<file path="src/cit_pkg.sv">
// Purpose: Shared constants, types and helpers for the instruction class
//          decoder and data-transfer engine.
// Assumes: One opcode word of OP_W bits plus one 16-bit extension word.
// Notes:   Type codes sit in contiguous ranges, one range per class.
// Function
// - Decoder knows exactly 57 instruction types in eight classes.
// - Transfer copies reg-reg, reg-memory either way, or immediate.
// - Modes: reg, indirect, disp16, abs16, imm, pre-dec, post-inc.
// - Short 8-bit absolute mode exists for byte size only.
// - Push equals word store through pre-decremented stack pointer.
// - Pop equals word load at stack pointer then post-increment.
// - Peripheral-synchronised byte transfers are not supported here.
// - Conditional branch carries a condition code field.
// - Fourteen bit manipulation types are decoded.
// - Eight shift and rotate types are decoded.
// - Eight system control types are decoded.
// - Fourteen arithmetic types are decoded.
// - Word accesses force address bit zero low, no error.
// - Pointer steps by one for bytes and two for words.
package cit_pkg;

  ////////////////////////////////////////////////////////////////////////////
  // Opcode word layout
  localparam int OP_W      = 17;
  localparam int TYPE_MSB  = 16;
  localparam int TYPE_LSB  = 11;
  localparam int WORD_BIT  = 10;
  localparam int STORE_BIT = 9;
  localparam int MODE_MSB  = 8;
  localparam int MODE_LSB  = 6;
  localparam int PTR_MSB   = 5;
  localparam int PTR_LSB   = 3;
  localparam int DAT_MSB   = 2;
  localparam int DAT_LSB   = 0;
  localparam int COND_MSB  = 9;
  localparam int COND_LSB  = 6;

  ////////////////////////////////////////////////////////////////////////////
  // Type codes: each class occupies a contiguous range
  localparam logic [5:0] NUM_TYPES   = 6'h39;
  localparam logic [5:0] ARITH_BASE  = 6'h03;
  localparam logic [5:0] LOGIC_BASE  = 6'h11;
  localparam logic [5:0] SHIFT_BASE  = 6'h15;
  localparam logic [5:0] BIT_BASE    = 6'h1D;
  localparam logic [5:0] BRANCH_BASE = 6'h2B;
  localparam logic [5:0] SYS_BASE    = 6'h30;
  localparam logic [5:0] BLOCK_BASE  = 6'h38;
  localparam logic [5:0] T_DATA_XFER = 6'h00;
  localparam logic [5:0] T_PUSH      = 6'h01;
  localparam logic [5:0] T_POP       = 6'h02;
  localparam logic [5:0] T_BCC       = 6'h2B;
  localparam logic [5:0] T_PSYNC_ST  = 6'h39;
  localparam logic [5:0] T_PSYNC_LD  = 6'h3A;

  ////////////////////////////////////////////////////////////////////////////
  // Data path constants
  localparam logic [2:0]  SP_IDX    = 3'h7;
  localparam logic [7:0]  ABS8_PAGE = 8'hFF;
  localparam logic [15:0] STEP_BYTE = 16'h0001;
  localparam logic [15:0] STEP_WORD = 16'h0002;
  localparam logic [15:0] WORD_MASK = 16'hFFFE;

  typedef enum logic [2:0] {
    CL_XFER = 3'b000, CL_ARITH = 3'b001, CL_LOGIC = 3'b010,
    CL_SHIFT = 3'b011, CL_BIT = 3'b100, CL_BRANCH = 3'b101,
    CL_SYS = 3'b110, CL_BLOCK = 3'b111
  } cit_class_t;

  typedef enum logic [2:0] {
    M_REG = 3'b000, M_IND = 3'b001, M_DISP = 3'b010, M_ABS16 = 3'b011,
    M_ABS8 = 3'b100, M_IMM = 3'b101, M_PREDEC = 3'b110, M_POSTINC = 3'b111
  } cit_mode_t;

  typedef enum logic [1:0] {
    ST_IDLE = 2'b00, ST_EXEC = 2'b01, ST_BUS = 2'b10, ST_PTR = 2'b11
  } cit_state_t;

  // Class of a type code by range
  function automatic cit_class_t type_class(input logic [5:0] t);
    if (t < ARITH_BASE)       return CL_XFER;
    else if (t < LOGIC_BASE)  return CL_ARITH;
    else if (t < SHIFT_BASE)  return CL_LOGIC;
    else if (t < BIT_BASE)    return CL_SHIFT;
    else if (t < BRANCH_BASE) return CL_BIT;
    else if (t < SYS_BASE)    return CL_BRANCH;
    else if (t < BLOCK_BASE)  return CL_SYS;
    else                      return CL_BLOCK;
  endfunction

  // Word accesses drop address bit zero
  function automatic logic [15:0] bus_addr(input logic [15:0] a,
                                           input logic        w);
    return w ? (a & WORD_MASK) : a;
  endfunction

  // Pointer step by operand size
  function automatic logic [15:0] size_step(input logic w);
    return w ? STEP_WORD : STEP_BYTE;
  endfunction

endpackage

</file>
<file path="src/cit_core.sv">
// Purpose: Instruction class decoder and data-transfer engine.
// Assumes: Memory answers a held request with a one-cycle ack.
// Notes:   Non-transfer types are classified only, done in one cycle.
`timescale 1ns/1ps
module cit_core
  import cit_pkg::*;
(
  // Clock and reset
  input  wire logic            i_clk,
  input  wire logic            i_nrst,
  // Instruction input
  input  wire logic            i_op_valid,
  input  wire logic [OP_W-1:0] i_op,
  input  wire logic [15:0]     i_ext,
  output logic                 o_op_ready,
  // Memory bus
  output logic                 o_bus_req,
  output logic                 o_bus_we,
  output logic                 o_bus_word,
  output logic      [15:0]     o_bus_addr,
  output logic      [15:0]     o_bus_wdata,
  input  wire logic            i_bus_ack,
  input  wire logic [15:0]     i_bus_rdata,
  // Decode result
  output logic                 o_done,
  output logic                 o_undef,
  output logic      [2:0]      o_class,
  output logic      [5:0]      o_type,
  output logic      [3:0]      o_cond
);

  ////////////////////////////////////////////////////////////////////////////
  // Declarations
  cit_state_t  state_q, state_d;
  cit_mode_t   dec_mode, mode_q, mode_d;
  logic [5:0]  dec_type;
  logic        dec_word, dec_store, dec_bad, dec_undef, dec_xfer;
  logic [2:0]  dec_ptr, dec_dat;
  logic        word_q, word_d, store_q, store_d;
  logic [2:0]  ptr_q, ptr_d, dat_q, dat_d;
  logic [15:0] ext_q, ext_d, hold_q, hold_d, pnew_q, pnew_d;
  logic        ready_d, req_d, bwe_d, bword_d, done_d, undef_d;
  logic [15:0] baddr_d, bwdata_d;
  logic [2:0]  class_d;
  logic [5:0]  type_d;
  logic [3:0]  cond_d;
  logic [15:0] rd_a, rd_b, ea, step;
  logic        rf_we;
  logic [2:0]  rf_wa;
  logic [15:0] rf_wd;
  logic        accept;

  assign accept = (state_q == ST_IDLE) && i_op_valid;

  ////////////////////////////////////////////////////////////////////////////
  // Opcode decode, push and pop folded onto plain word transfers
  always_comb begin
    dec_type  = i_op[TYPE_MSB:TYPE_LSB];
    dec_mode  = cit_mode_t'(i_op[MODE_MSB:MODE_LSB]);
    dec_word  = i_op[WORD_BIT];
    dec_store = i_op[STORE_BIT];
    dec_ptr   = i_op[PTR_MSB:PTR_LSB];
    dec_dat   = i_op[DAT_MSB:DAT_LSB];
    dec_xfer  = dec_type < ARITH_BASE;
    if (dec_type == T_PUSH) begin
      dec_mode  = M_PREDEC;
      dec_word  = 1'b1;
      dec_store = 1'b1;
      dec_ptr   = SP_IDX;
    end else if (dec_type == T_POP) begin
      dec_mode  = M_POSTINC;
      dec_word  = 1'b1;
      dec_store = 1'b0;
      dec_ptr   = SP_IDX;
    end
    // Illegal size or direction combinations
    dec_bad = ((dec_mode == M_ABS8) && dec_word) ||
              ((dec_mode == M_IMM) && dec_store) ||
              ((dec_mode == M_PREDEC) && !dec_store) ||
              ((dec_mode == M_POSTINC) && dec_store);
    // Codes past the last type, incl. peripheral transfers, and illegal transfers
    dec_undef = (dec_type >= NUM_TYPES) ||
                (dec_xfer && dec_bad);
  end

  ////////////////////////////////////////////////////////////////////////////
  // Register file holding the general registers
  cit_regfile #(
    .DW (16),
    .AW (3)
  ) u_regs (
    .i_clk  (i_clk),
    .i_nrst (i_nrst),
    .i_ra   (dec_ptr),
    .i_rb   (dec_dat),
    .o_rd_a (rd_a),
    .o_rd_b (rd_b),
    .i_we   (rf_we),
    .i_wa   (rf_wa),
    .i_wd   (rf_wd)
  );

  ////////////////////////////////////////////////////////////////////////////
  // Effective address from the pointer read in the accept cycle
  always_comb begin
    step = size_step(word_q);
    case (mode_q)
      M_IND:    ea = rd_a;
      M_DISP:   ea = rd_a + ext_q;
      M_ABS16:  ea = ext_q;
      M_ABS8:   ea = {ABS8_PAGE, ext_q[7:0]};
      M_PREDEC: ea = rd_a - step;
      default:  ea = rd_a;
    endcase
  end

  ////////////////////////////////////////////////////////////////////////////
  // Sequencer next values
  always_comb begin
    state_d  = state_q;
    mode_d   = mode_q;
    word_d   = word_q;
    store_d  = store_q;
    ptr_d    = ptr_q;
    dat_d    = dat_q;
    ext_d    = ext_q;
    hold_d   = hold_q;
    pnew_d   = pnew_q;
    ready_d  = o_op_ready;
    req_d    = o_bus_req;
    bwe_d    = o_bus_we;
    bword_d  = o_bus_word;
    baddr_d  = o_bus_addr;
    bwdata_d = o_bus_wdata;
    done_d   = 1'b0;
    undef_d  = 1'b0;
    class_d  = o_class;
    type_d   = o_type;
    cond_d   = o_cond;
    rf_we    = 1'b0;
    rf_wa    = dat_q;
    rf_wd    = rd_b;
    case (state_q)
      ST_IDLE: begin
        if (i_op_valid) begin
          type_d  = dec_type;
          class_d = type_class(dec_type);
          cond_d  = (dec_type == T_BCC) ?
                    i_op[COND_MSB:COND_LSB] : 4'h0;
          mode_d  = dec_mode;
          word_d  = dec_word;
          store_d = dec_store;
          ptr_d   = dec_ptr;
          dat_d   = dec_dat;
          ext_d   = i_ext;
          if (dec_undef || !dec_xfer) begin
            // Classified only, never touches the bus
            done_d  = 1'b1;
            undef_d = dec_undef;
          end else begin
            ready_d = 1'b0;
            state_d = ST_EXEC;
          end
        end
      end
      ST_EXEC: begin
        if (mode_q == M_REG || mode_q == M_IMM) begin
          rf_we   = 1'b1;
          rf_wd   = (mode_q == M_REG) ? rd_a : ext_q;
          if (!word_q) begin
            rf_wd = {rd_b[15:8], rf_wd[7:0]};
          end
          done_d  = 1'b1;
          ready_d = 1'b1;
          state_d = ST_IDLE;
        end else begin
          req_d    = 1'b1;
          bwe_d    = store_q;
          bword_d  = word_q;
          baddr_d  = bus_addr(ea, word_q);
          bwdata_d = word_q ? rd_b : {8'h00, rd_b[7:0]};
          hold_d   = rd_b;
          pnew_d   = rd_a + step;
          // Stack modes step by operand size; pre-decrement writes back now
          if (mode_q == M_PREDEC) begin
            rf_we = 1'b1;
            rf_wa = ptr_q;
            rf_wd = ea;
          end
          state_d = ST_BUS;
        end
      end
      ST_BUS: begin
        if (i_bus_ack) begin
          req_d = 1'b0;
          if (!store_q) begin
            rf_we = 1'b1;
            rf_wd = word_q ? i_bus_rdata :
                    {hold_q[15:8], i_bus_rdata[7:0]};
          end
          if (mode_q == M_POSTINC) begin
            state_d = ST_PTR;
          end else begin
            done_d  = 1'b1;
            ready_d = 1'b1;
            state_d = ST_IDLE;
          end
        end
      end
      ST_PTR: begin
        rf_we   = 1'b1;
        rf_wa   = ptr_q;
        rf_wd   = pnew_q;
        done_d  = 1'b1;
        ready_d = 1'b1;
        state_d = ST_IDLE;
      end
      default: begin
        state_d = ST_IDLE;
        ready_d = 1'b1;
        req_d   = 1'b0;
      end
    endcase
  end

  // Sequencer registers
  always_ff @(posedge i_clk) begin
    if (!i_nrst) begin
      state_q     <= ST_IDLE;
      mode_q      <= M_REG;
      word_q      <= 1'b0;
      store_q     <= 1'b0;
      ptr_q       <= 3'h0;
      dat_q       <= 3'h0;
      ext_q       <= 16'h0000;
      hold_q      <= 16'h0000;
      pnew_q      <= 16'h0000;
      o_op_ready  <= 1'b1;
      o_bus_req   <= 1'b0;
      o_bus_we    <= 1'b0;
      o_bus_word  <= 1'b0;
      o_bus_addr  <= 16'h0000;
      o_bus_wdata <= 16'h0000;
      o_done      <= 1'b0;
      o_undef     <= 1'b0;
      o_class     <= 3'h0;
      o_type      <= 6'h00;
      o_cond      <= 4'h0;
    end else begin
      state_q     <= state_d;
      mode_q      <= mode_d;
      word_q      <= word_d;
      store_q     <= store_d;
      ptr_q       <= ptr_d;
      dat_q       <= dat_d;
      ext_q       <= ext_d;
      hold_q      <= hold_d;
      pnew_q      <= pnew_d;
      o_op_ready  <= ready_d;
      o_bus_req   <= req_d;
      o_bus_we    <= bwe_d;
      o_bus_word  <= bword_d;
      o_bus_addr  <= baddr_d;
      o_bus_wdata <= bwdata_d;
      o_done      <= done_d;
      o_undef     <= undef_d;
      o_class     <= class_d;
      o_type      <= type_d;
      o_cond      <= cond_d;
    end
  end
endmodule

</file>
<file path="src/cit_regfile.sv">
// Purpose: General register file, two registered read ports, one write.
// Assumes: Contents are not initialised by reset.
// Notes:   Read data appear one clock after the address.
`timescale 1ns/1ps
module cit_regfile #(
  parameter int DW = 16,
  parameter int AW = 3
) (
  // Clock and reset
  input  wire logic          i_clk,
  input  wire logic          i_nrst,
  // Read ports
  input  wire logic [AW-1:0] i_ra,
  input  wire logic [AW-1:0] i_rb,
  output logic      [DW-1:0] o_rd_a,
  output logic      [DW-1:0] o_rd_b,
  // Write port
  input  wire logic          i_we,
  input  wire logic [AW-1:0] i_wa,
  input  wire logic [DW-1:0] i_wd
);

  logic [DW-1:0] mem [2**AW];
  logic [DW-1:0] rd_a_d;
  logic [DW-1:0] rd_b_d;

  ////////////////////////////////////////////////////////////////////////////
  // Read next values
  always_comb begin
    rd_a_d = mem[i_ra];
    rd_b_d = mem[i_rb];
  end

  // Read registers
  always_ff @(posedge i_clk) begin
    if (!i_nrst) begin
      o_rd_a <= '0;
      o_rd_b <= '0;
    end else begin
      o_rd_a <= rd_a_d;
      o_rd_b <= rd_b_d;
    end
  end

  // Storage array
  always_ff @(posedge i_clk) begin
    if (i_we) begin
      mem[i_wa] <= i_wd;
    end
  end

endmodule

</file>
<file path="config.mk">
export PLATFORM = sky130hd
export DESIGN_NAME = cit_core
export DESIGN_NICKNAME = d
export VERILOG_FILES = /design/src/cit_pkg.sv /design/src/cit_core.sv /design/src/cit_regfile.sv
export SDC_FILE = /design/constraint.sdc
export NUM_CORES = 1
export LEC_CHECK = 0
export BUFFER_PORTS_ARGS = -buffer_cell sky130_fd_sc_hd__buf_2
export CAP_MARGIN = 20
export CORE_MARGIN = 3
export CORE_UTILIZATION = 35
export DETAILED_ROUTE_END_ITERATION = 8
export RECOVER_POWER = 25
export SYNTH_ARGS = -nofsm -noshare
export SYNTH_HDL_FRONTEND = slang
export SYNTH_SLANG_ARGS = --single-unit
</file>
<file path="constraint.sdc">
create_clock -name i_clk -period 8 [get_ports i_clk]
set_clock_uncertainty 0.05 [all_clocks]
set_input_delay 0.8 -clock i_clk [delete_from_list [all_inputs] [get_ports i_clk]]
set_output_delay 0.8 -clock i_clk [all_outputs]
set_load 0.05 [all_outputs]
</file>
==> flow_summary.json, run 1 <==
{
  "cts_buffer_depth": 3,
  "final_cell_area_um2": 15800,
  "violations": "max-capacitance violations, max-slew violations",
  "nets": 1567,
  "post_cts_resized": 0,
  "syn_to_final_growth_pct": 13.3,
  "antenna_found_initial": 1,
  "track_usage": 0.195,
  "hold_violations": 0,
  "dieArea_um2": 42100,
  "clock-sinks": 264,
  "cts_tree": "built",
  "total_power_mw": 3.40,
  "wl_per_cell_um": 20.5,
  "hpwl_mm": 29.2,
  "cts_inserted_buffers": 30,
  "cts.clk_slew.worst_paths_ns": 0.06,
  "finalCritPeriodShare": 0.661,
  "min_from": "o_bus_addr[7]$_SDFFE_PN0P_",
  "drtAntennaViolNets": 0,
  "synth_sequential_area_ratio": 0.472,
  "worstPathArrival_ns": 5.43,
  "clock_power_share": 0.431,
  "io_buffers": 103,
  "layout_commonest_cell": "nand2_1",
  "synth_edf_count": 128,
  "diodes": 0,
  "post-route-drc-count": 0,
  "dp_cells": 1976,
  "post_dp_cell_area_um2": 14800,
  "drt_iter0_drc": 1044,
  "hp-class": "flip-flop to flip-flop",
  "cts-root-buf": "clkbuf_16",
  "finalMaxSlewViolations": 197,
  "grt_overflow": 0,
  "grt_pass1_vias": 10848,
  "start_kind": "flip-flop",
  "crit_type": "flip-flop to flip-flop",
  "syn_avg_cell_area_um2": 9.63,
  "ctsHtreeMaxLevel": 1,
  "io_pins": 104,
  "die_y_um": 205,
  "synth_warnings": 0,
  "power_frac_comb": 0.130,
  "min_path_cells": 2,
  "rsz0062_at_grt": "false",
  "seqPwrFrac": 0.439,
  "cts_setup_buffers": 0,
  "grt_pass1_wl_mm": 64.0,
  "die_width_um": 205,
  "fmax_ghz": 0.189,
  "grt_max_degree": 89,
  "final_util": 0.405,
  "syn-cell-area_um2": 13900,
  "holdWs_ns": 0.404,
  "power.density_nw_per_um2": 216,
  "worst_pin_slew_ns": 3.02,
  "required_ns": 8.15,
  "sw_frac_of_total": 0.255,
  "rows": 72,
  "drive_gt1_frac": 0.111,
  "ys.flop_type": "dfxtp_1",
  "fin_crit_ns": 5.29,
  "postSynthRegisterBits": 264,
  "syn_inst": 1444,
  "final_cell_count_no_fill": 2034,
  "maxSlewHeadroom": -1.01,
  "setup.worst_path.start": "word_q$_SDFFE_PN0P_",
  "synth.distinct_cells": 68,
  "synth_nets": 1519,
  "start_util": 0.357,
  "r2r_start": "word_q$_SDFFE_PN0P_",
  "viasPerCell": 5.49,
  "power.net_switching_uw": 864,
  "final_cell_mix": "nand2_1 (309), dfxtp_1 (136), edfxtp_1 (128), a21oi_1 (91), o21ai_0 (80)",
  "worstPathMaxFanout": 37,
  "gp_congestion": 0.912,
  "holdBufCountCts": 0,
  "power.internal_mw": 2.53,
  "clk_latency_ns": 0.56,
  "routed_wl_mm": 41.6,
  "setup_viol": 0,
  "dr_total_vias": 11172,
  "status": "finished with violations",
  "reg2reg_depth": 13,
  "ir_drop_uv": 176,
  "dpl_worst_slack_ns": 3.19,
  "core_area_um2": 38900,
  "worst_slack_ns": 2.71,
  "firstDrtPassIters": 6,
  "p_leak_nw": 5.84,
  "endpoint_kind": "flip-flop",
  "fin_tns_setup_ns": 0,
  "async_reset_ff_frac": 0,
  "drv_cap": 5
}
cell families after synthesis:
family	count (synthesis)	synth area share
AO/OA/AOI/OAI	390	0.184
multiplexers	109	0.107
flip-flops	264	0.472
adder cells (fa/ha/maj)	22	0.0209
AND/OR/NAND/NOR	495	0.153
buffers and inverters	127	0.0395
XOR/XNOR	37	0.0233
worst paths after layout:
| path | to | slack, ns |
|---|---|---|
| min | o_bus_addr[7]$_SDFFE_PN0P_ | 0.40 |
| max reg2reg | u_regs.mem[1][14]$_DFFE_PP_ | 2.71 |
| min reg2reg | o_bus_addr[7]$_SDFFE_PN0P_ | 0.40 |
| max | u_regs.mem[1][14]$_DFFE_PP_ | 2.71 |
worst max-delay path, cell delays in order, from the launching register on:
cell	delay, ns
dfxtp_1	0.30
clkbuf_1	1.35
inv_1	0.36
nor2_1	0.24
a21oi_1	0.07
ha_1	0.22
fa_1	0.43
nor2b_1	0.18
o211ai_1	0.10
a21boi_1	0.27
o31ai_1	0.19
o211a_1	0.24
a211oi_1	0.50
a31oi_1	0.39
layer usage:
layer | vias to the layer above | track usage | share of wire
met2 | 328 | 0.338 | 0.49
li1 | 5319 | - | -
met5 | - | 0 | 0.00017
met4 | 2 | 0.0752 | 0.039
met1 | 5426 | 0.248 | 0.41
met3 | 97 | 0.0263 | 0.057
power groups by stage:
stage	Clock, mW	Sequential [mW]	Combinational [mW]
after detailed placement	0	1.52	0.437
after floorplan	0	1.51	0.321
after global placement	0	1.52	0.436
after CTS	1.50	1.49	0.440
after global routing	1.56	1.49	0.490
final	1.46	1.49	0.441
Yosys cell counts, drive strengths merged, types with 2 or more instances:
cell type / number / share of area
o21bai: 2 / 0.0011
xnor2: 21 / 0.013
nor3b: 2 / 0.0014
or3: 3 / 0.0014
nand2: 311 / 0.084
nand4: 2 / 0.00090
mux2i: 77 / 0.055
o211ai: 28 / 0.015
a21o: 4 / 0.0022
nor2: 75 / 0.021
a31oi: 20 / 0.0090
nor2b: 29 / 0.013
a211oi: 10 / 0.0054
nor4: 6 / 0.0036
o221a: 3 / 0.0024
a311oi: 2 / 0.0013
buf: 41 / 0.016
o31ai: 2 / 0.0011
o221ai: 17 / 0.011
or2: 2 / 0.00090
o22ai: 11 / 0.0050
a21boi: 67 / 0.036
nand2b: 10 / 0.0045
fa: 2 / 0.0029
o21ai: 86 / 0.031
a22oi: 5 / 0.0027
ha: 20 / 0.018
nor3: 20 / 0.0072
nand3: 19 / 0.0068
a21oi: 91 / 0.033
a221oi: 8 / 0.0050
xor2: 16 / 0.010
and3: 7 / 0.0031
and2: 5 / 0.0023
o211a: 19 / 0.014
dfxtp: 136 / 0.20
edfxtp: 128 / 0.28
inv: 14 / 0.0038
mux4: 32 / 0.052
o21a: 5 / 0.0027
clkbuf: 72 / 0.020
final cells by class:
type	instances	area (um2)
Clock buffer	42	837
Clock inverter	14	223
Fill cell	3852	23200
Inverter	14	52.6
Multi-Input combinational cell	1053	6800
Sequential cell	264	6570
Tap cell	518	648
Timing Repair Buffer	129	626
state kept, by name (all words and copies together), names as in the netlist:
register / count
o_bus_addr: 16
o_bus_req: 1
o_type: 6
o_op_ready: 1
u_regs.mem: 128
o_cond: 4
hold_q: 8
o_bus_wdata: 16
o_undef: 1
o_bus_we: 1
o_done: 1
u_regs.o_rd_b: 16
u_regs.o_rd_a: 16
dat_q: 3
o_class: 3
ptr_q: 3
pnew_q: 16
state_q: 2
o_bus_word: 1
store_q: 1
word_q: 1
ext_q: 16
mode_q: 3
(Power assumes the default switching activity.)
==> run 2, diff against run 1 <==
Settings changed: ABC_AREA set to 1.
Clock period 8 ns to 5.45 ns, I/O delays scaled along.
==> flow_summary.json, run 2 <==
{
  "largest_register_ff_count": 128,
  "drv_cap": 2,
  "drive_gt1_frac": 0.0816,
  "cts_inserted_buffers": 29,
  "cts_buffer_depth": 3,
  "finalCritPeriodShare": 0.826,
  "synth_most_common_cell": "o21ai_0",
  "die_width_um": 204,
  "crit_type": "primary input to flip-flop",
  "synth_top_area_frac": 0.280,
  "regMostFlops": "u_regs.mem",
  "cts.clk_slew.worst_paths_ns": 0.06,
  "cts_setup_buffers": 0,
  "io_buffers": 103,
  "power_frac_comb": 0.144,
  "p_leak_nw": 6.02,
  "worst_pin_slew_ns": 2.73,
  "fin_tns_setup_ns": 0,
  "fin_crit_ns": 4.50,
  "ctsHtreeMaxLevel": 1,
  "postSynthRegisterBits": 264,
  "grt_pass1_vias": 12032,
  "post_cts_resized": 0,
  "hp-class": "primary input to flip-flop",
  "min_path_cells": 3,
  "syn_inst": 1723,
  "io_pins": 104,
  "clock-sinks": 264,
  "layout_commonest_cell": "o21ai_0",
  "r2r_start": "mode_q[2]$_SDFFE_PN0P_",
  "rows": 71,
  "holdBufCountCts": 0,
  "dr_total_vias": 12616,
  "nets": 1853,
  "seqPwrFrac": 0.458,
  "reg2reg_depth": 9,
  "crit_slowest_cell": "clkinvlp_2",
  "worstPathCellList": "clkbuf_1 -> nand2_1 -> inv_1 -> nor2_4 -> nand2_1 -> inv_4 -> nor2_4 -> buf_4 -> clkinvlp_2 -> a21oi_1 -> o21ai_1 -> o21ai_0 -> o21ai_1 -> a31oi_1",
  "grt_max_degree": 106,
  "cts-root-buf": "clkbuf_16",
  "firstDrtPassIters": 5,
  "yosys-top-cells-area": "edfxtp_1 (28%), dfxtp_1 (20%), o21ai_0 (8.9%), a21oi_1 (6.9%), nand2_1 (6.1%)",
  "drtAntennaViolNets": 0,
  "synth_warnings": 0,
  "syn_avg_cell_area_um2": 7.97,
  "finalMaxSlewViolations": 104,
  "clock_power_share": 0.398,
  "routed_wl_mm": 45.4,
  "synth_nets": 1798,
  "fmax_ghz": 0.222,
  "worst_slack_ns": 0.948,
  "antenna_found_initial": 1,
  "max_stage_delay_ns": 1.68,
  "synthTopCellsByCount": "o21ai_0 (244), nand2_1 (225), nor2_1 (193), a21oi_1 (188), inv_1 (173)",
  "wl_per_cell_um": 19.6,
  "ir_drop_uv": 181,
  "start_kind": "primary input",
  "post-route-drc-count": 0,
  "grt_pass1_wl_mm": 68.9,
  "worstPathArrival_ns": 4.87,
  "maxSlewHeadroom": -0.819,
  "synth_sequential_area_ratio": 0.478,
  "async_reset_ff_frac": 0,
  "required_ns": 5.82,
  "syn_to_final_growth_pct": 12.4,
  "track_usage": 0.210,
  "synth_edf_count": 128,
  "cts_tree": "built",
  "core_area_um2": 38200,
  "viasPerCell": 5.45,
  "power.internal_mw": 3.42,
  "grt_overflow": 0,
  "die_y_um": 204,
  "min_from": "i_ext[8]",
  "dieArea_um2": 41700,
  "syn-cell-area_um2": 13700,
  "hpwl_mm": 30.4,
  "violations": "max-capacitance violations, max-slew violations",
  "worstPathMaxFanout": 66,
  "rsz0062_at_grt": "false",
  "whs_endpoint": "ext_q[8]$_SDFFE_PN0P_",
  "final_cell_mix": "o21ai_0 (253), nand2_1 (227), nor2_1 (192), a21oi_1 (192), inv_1 (174)",
  "drt_iter0_drc": 1375,
  "r2r_slack_ns": 1.01,
  "timing.rr.end": "u_regs.mem[7][7]$_DFFE_PP_",
  "endpoint_kind": "flip-flop",
  "setup_viol": 0,
  "gp_congestion": 0.888,
  "ys.flop_type": "dfxtp_1",
  "sw_frac_of_total": 0.289,
  "power.net_switching_mw": 1.39,
  "synth.distinct_cells": 51,
  "power.density_nw_per_um2": 311,
  "clk_latency_ns": 0.57,
  "hold_violations": 0,
  "holdWs_ns": 0.159,
  "synth_top_area_cell": "edfxtp_1",
  "status": "finished with violations",
  "dpl_worst_slack_ns": 1.19,
  "start_util": 0.360
}
==> run 2: cells by family (layout without fill, tap and decap cells) <==
| logic type | count (synthesis) | count (layout) | share of synthesized area |
|---|---|---|---|
| xor gates and xnor gates | 13 | 13 | 0.00829 |
| AOI/OAI and AO/OA | 614 | 614 | 0.248 |
| other | 0 | 1 | 0 |
| DFF | 264 | 264 | 0.478 |
| and+or+nand+nor | 519 | 519 | 0.157 |
| buffers and inverters | 291 | 369 | 0.0873 |
| adders and majority gates | 22 | 22 | 0.0211 |
==> run 2: critical path: cells and delay by family <==
family | cells | cell delay (ns)
buffers and inverters | 5 | 2.67
AND/OR/NAND/NOR | 4 | 0.42
AO/OA/AOI/OAI | 5 | 1.20
==> run 2: area by class of cell <==
class                           count  area, um2
Fill cell                        3906      22800
Sequential cell                   264       6570
Multi-Input combinational cell   1168       5950
Clock buffer                       37        796
Inverter                          184        694
Timing Repair Buffer              131        671
Tap cell                          511        639
Clock inverter                     17        126
Antenna cell                        1       2.50
==> run 2: per-stage QoR <==
stage | total power [mW] | cell area (um2) | util | instances
floorplan | 2.70 | 13700 | - | 1723
global placement | 2.92 | 14600 | 0.382 | 2257
detailed placement | 2.93 | 14600 | 0.382 | 2257
CTS | 4.83 | 15500 | 0.406 | 2311
global route | 5.00 | 15400 | 0.404 | 2313
finish | 4.81 | 15400 | 0.404 | 2313
==> run 2: worst max path at each step <==
stage	startpoint	to	slack, ns	cells after the start
CTS	mode_q[1]$_SDFFE_PN0P_	u_regs.mem[7][12]$_DFFE_PP_	1.16	19
finish	i_op[11]	u_regs.o_rd_a[5]$_SDFF_PN0_	0.95	14
detailed placement	mode_q[1]$_SDFFE_PN0P_	u_regs.mem[2][12]$_DFFE_PP_	1.19	19
global route	mode_q[2]$_SDFFE_PN0P_	u_regs.mem[0][15]$_DFFE_PP_	0.62	10
floorplan	mode_q[1]$_SDFFE_PN0P_	u_regs.mem[0][10]$_DFFE_PP_	2.13	23
global placement	ext_q[0]$_SDFFE_PN0P_	u_regs.mem[7][13]$_DFFE_PP_	1.36	25
==> run 2: layer usage <==
layer  wire, um  track usage  vias up
li1           -            -     6065
met1      19900        0.286     5988
met2      21000        0.348      476
met3       3100       0.0276       87
met4       1370       0.0703        0
met5          0            0        -
==> run 2: power by group through the flow <==
stage	Combinational [mW]	Sequential (mW)	Clock (mW)
floorplan	0.456	2.25	0
global placement	0.676	2.24	0
detailed placement	0.683	2.24	0
CTS	0.686	2.20	1.95
global route	0.769	2.21	2.03
finish	0.692	2.20	1.91
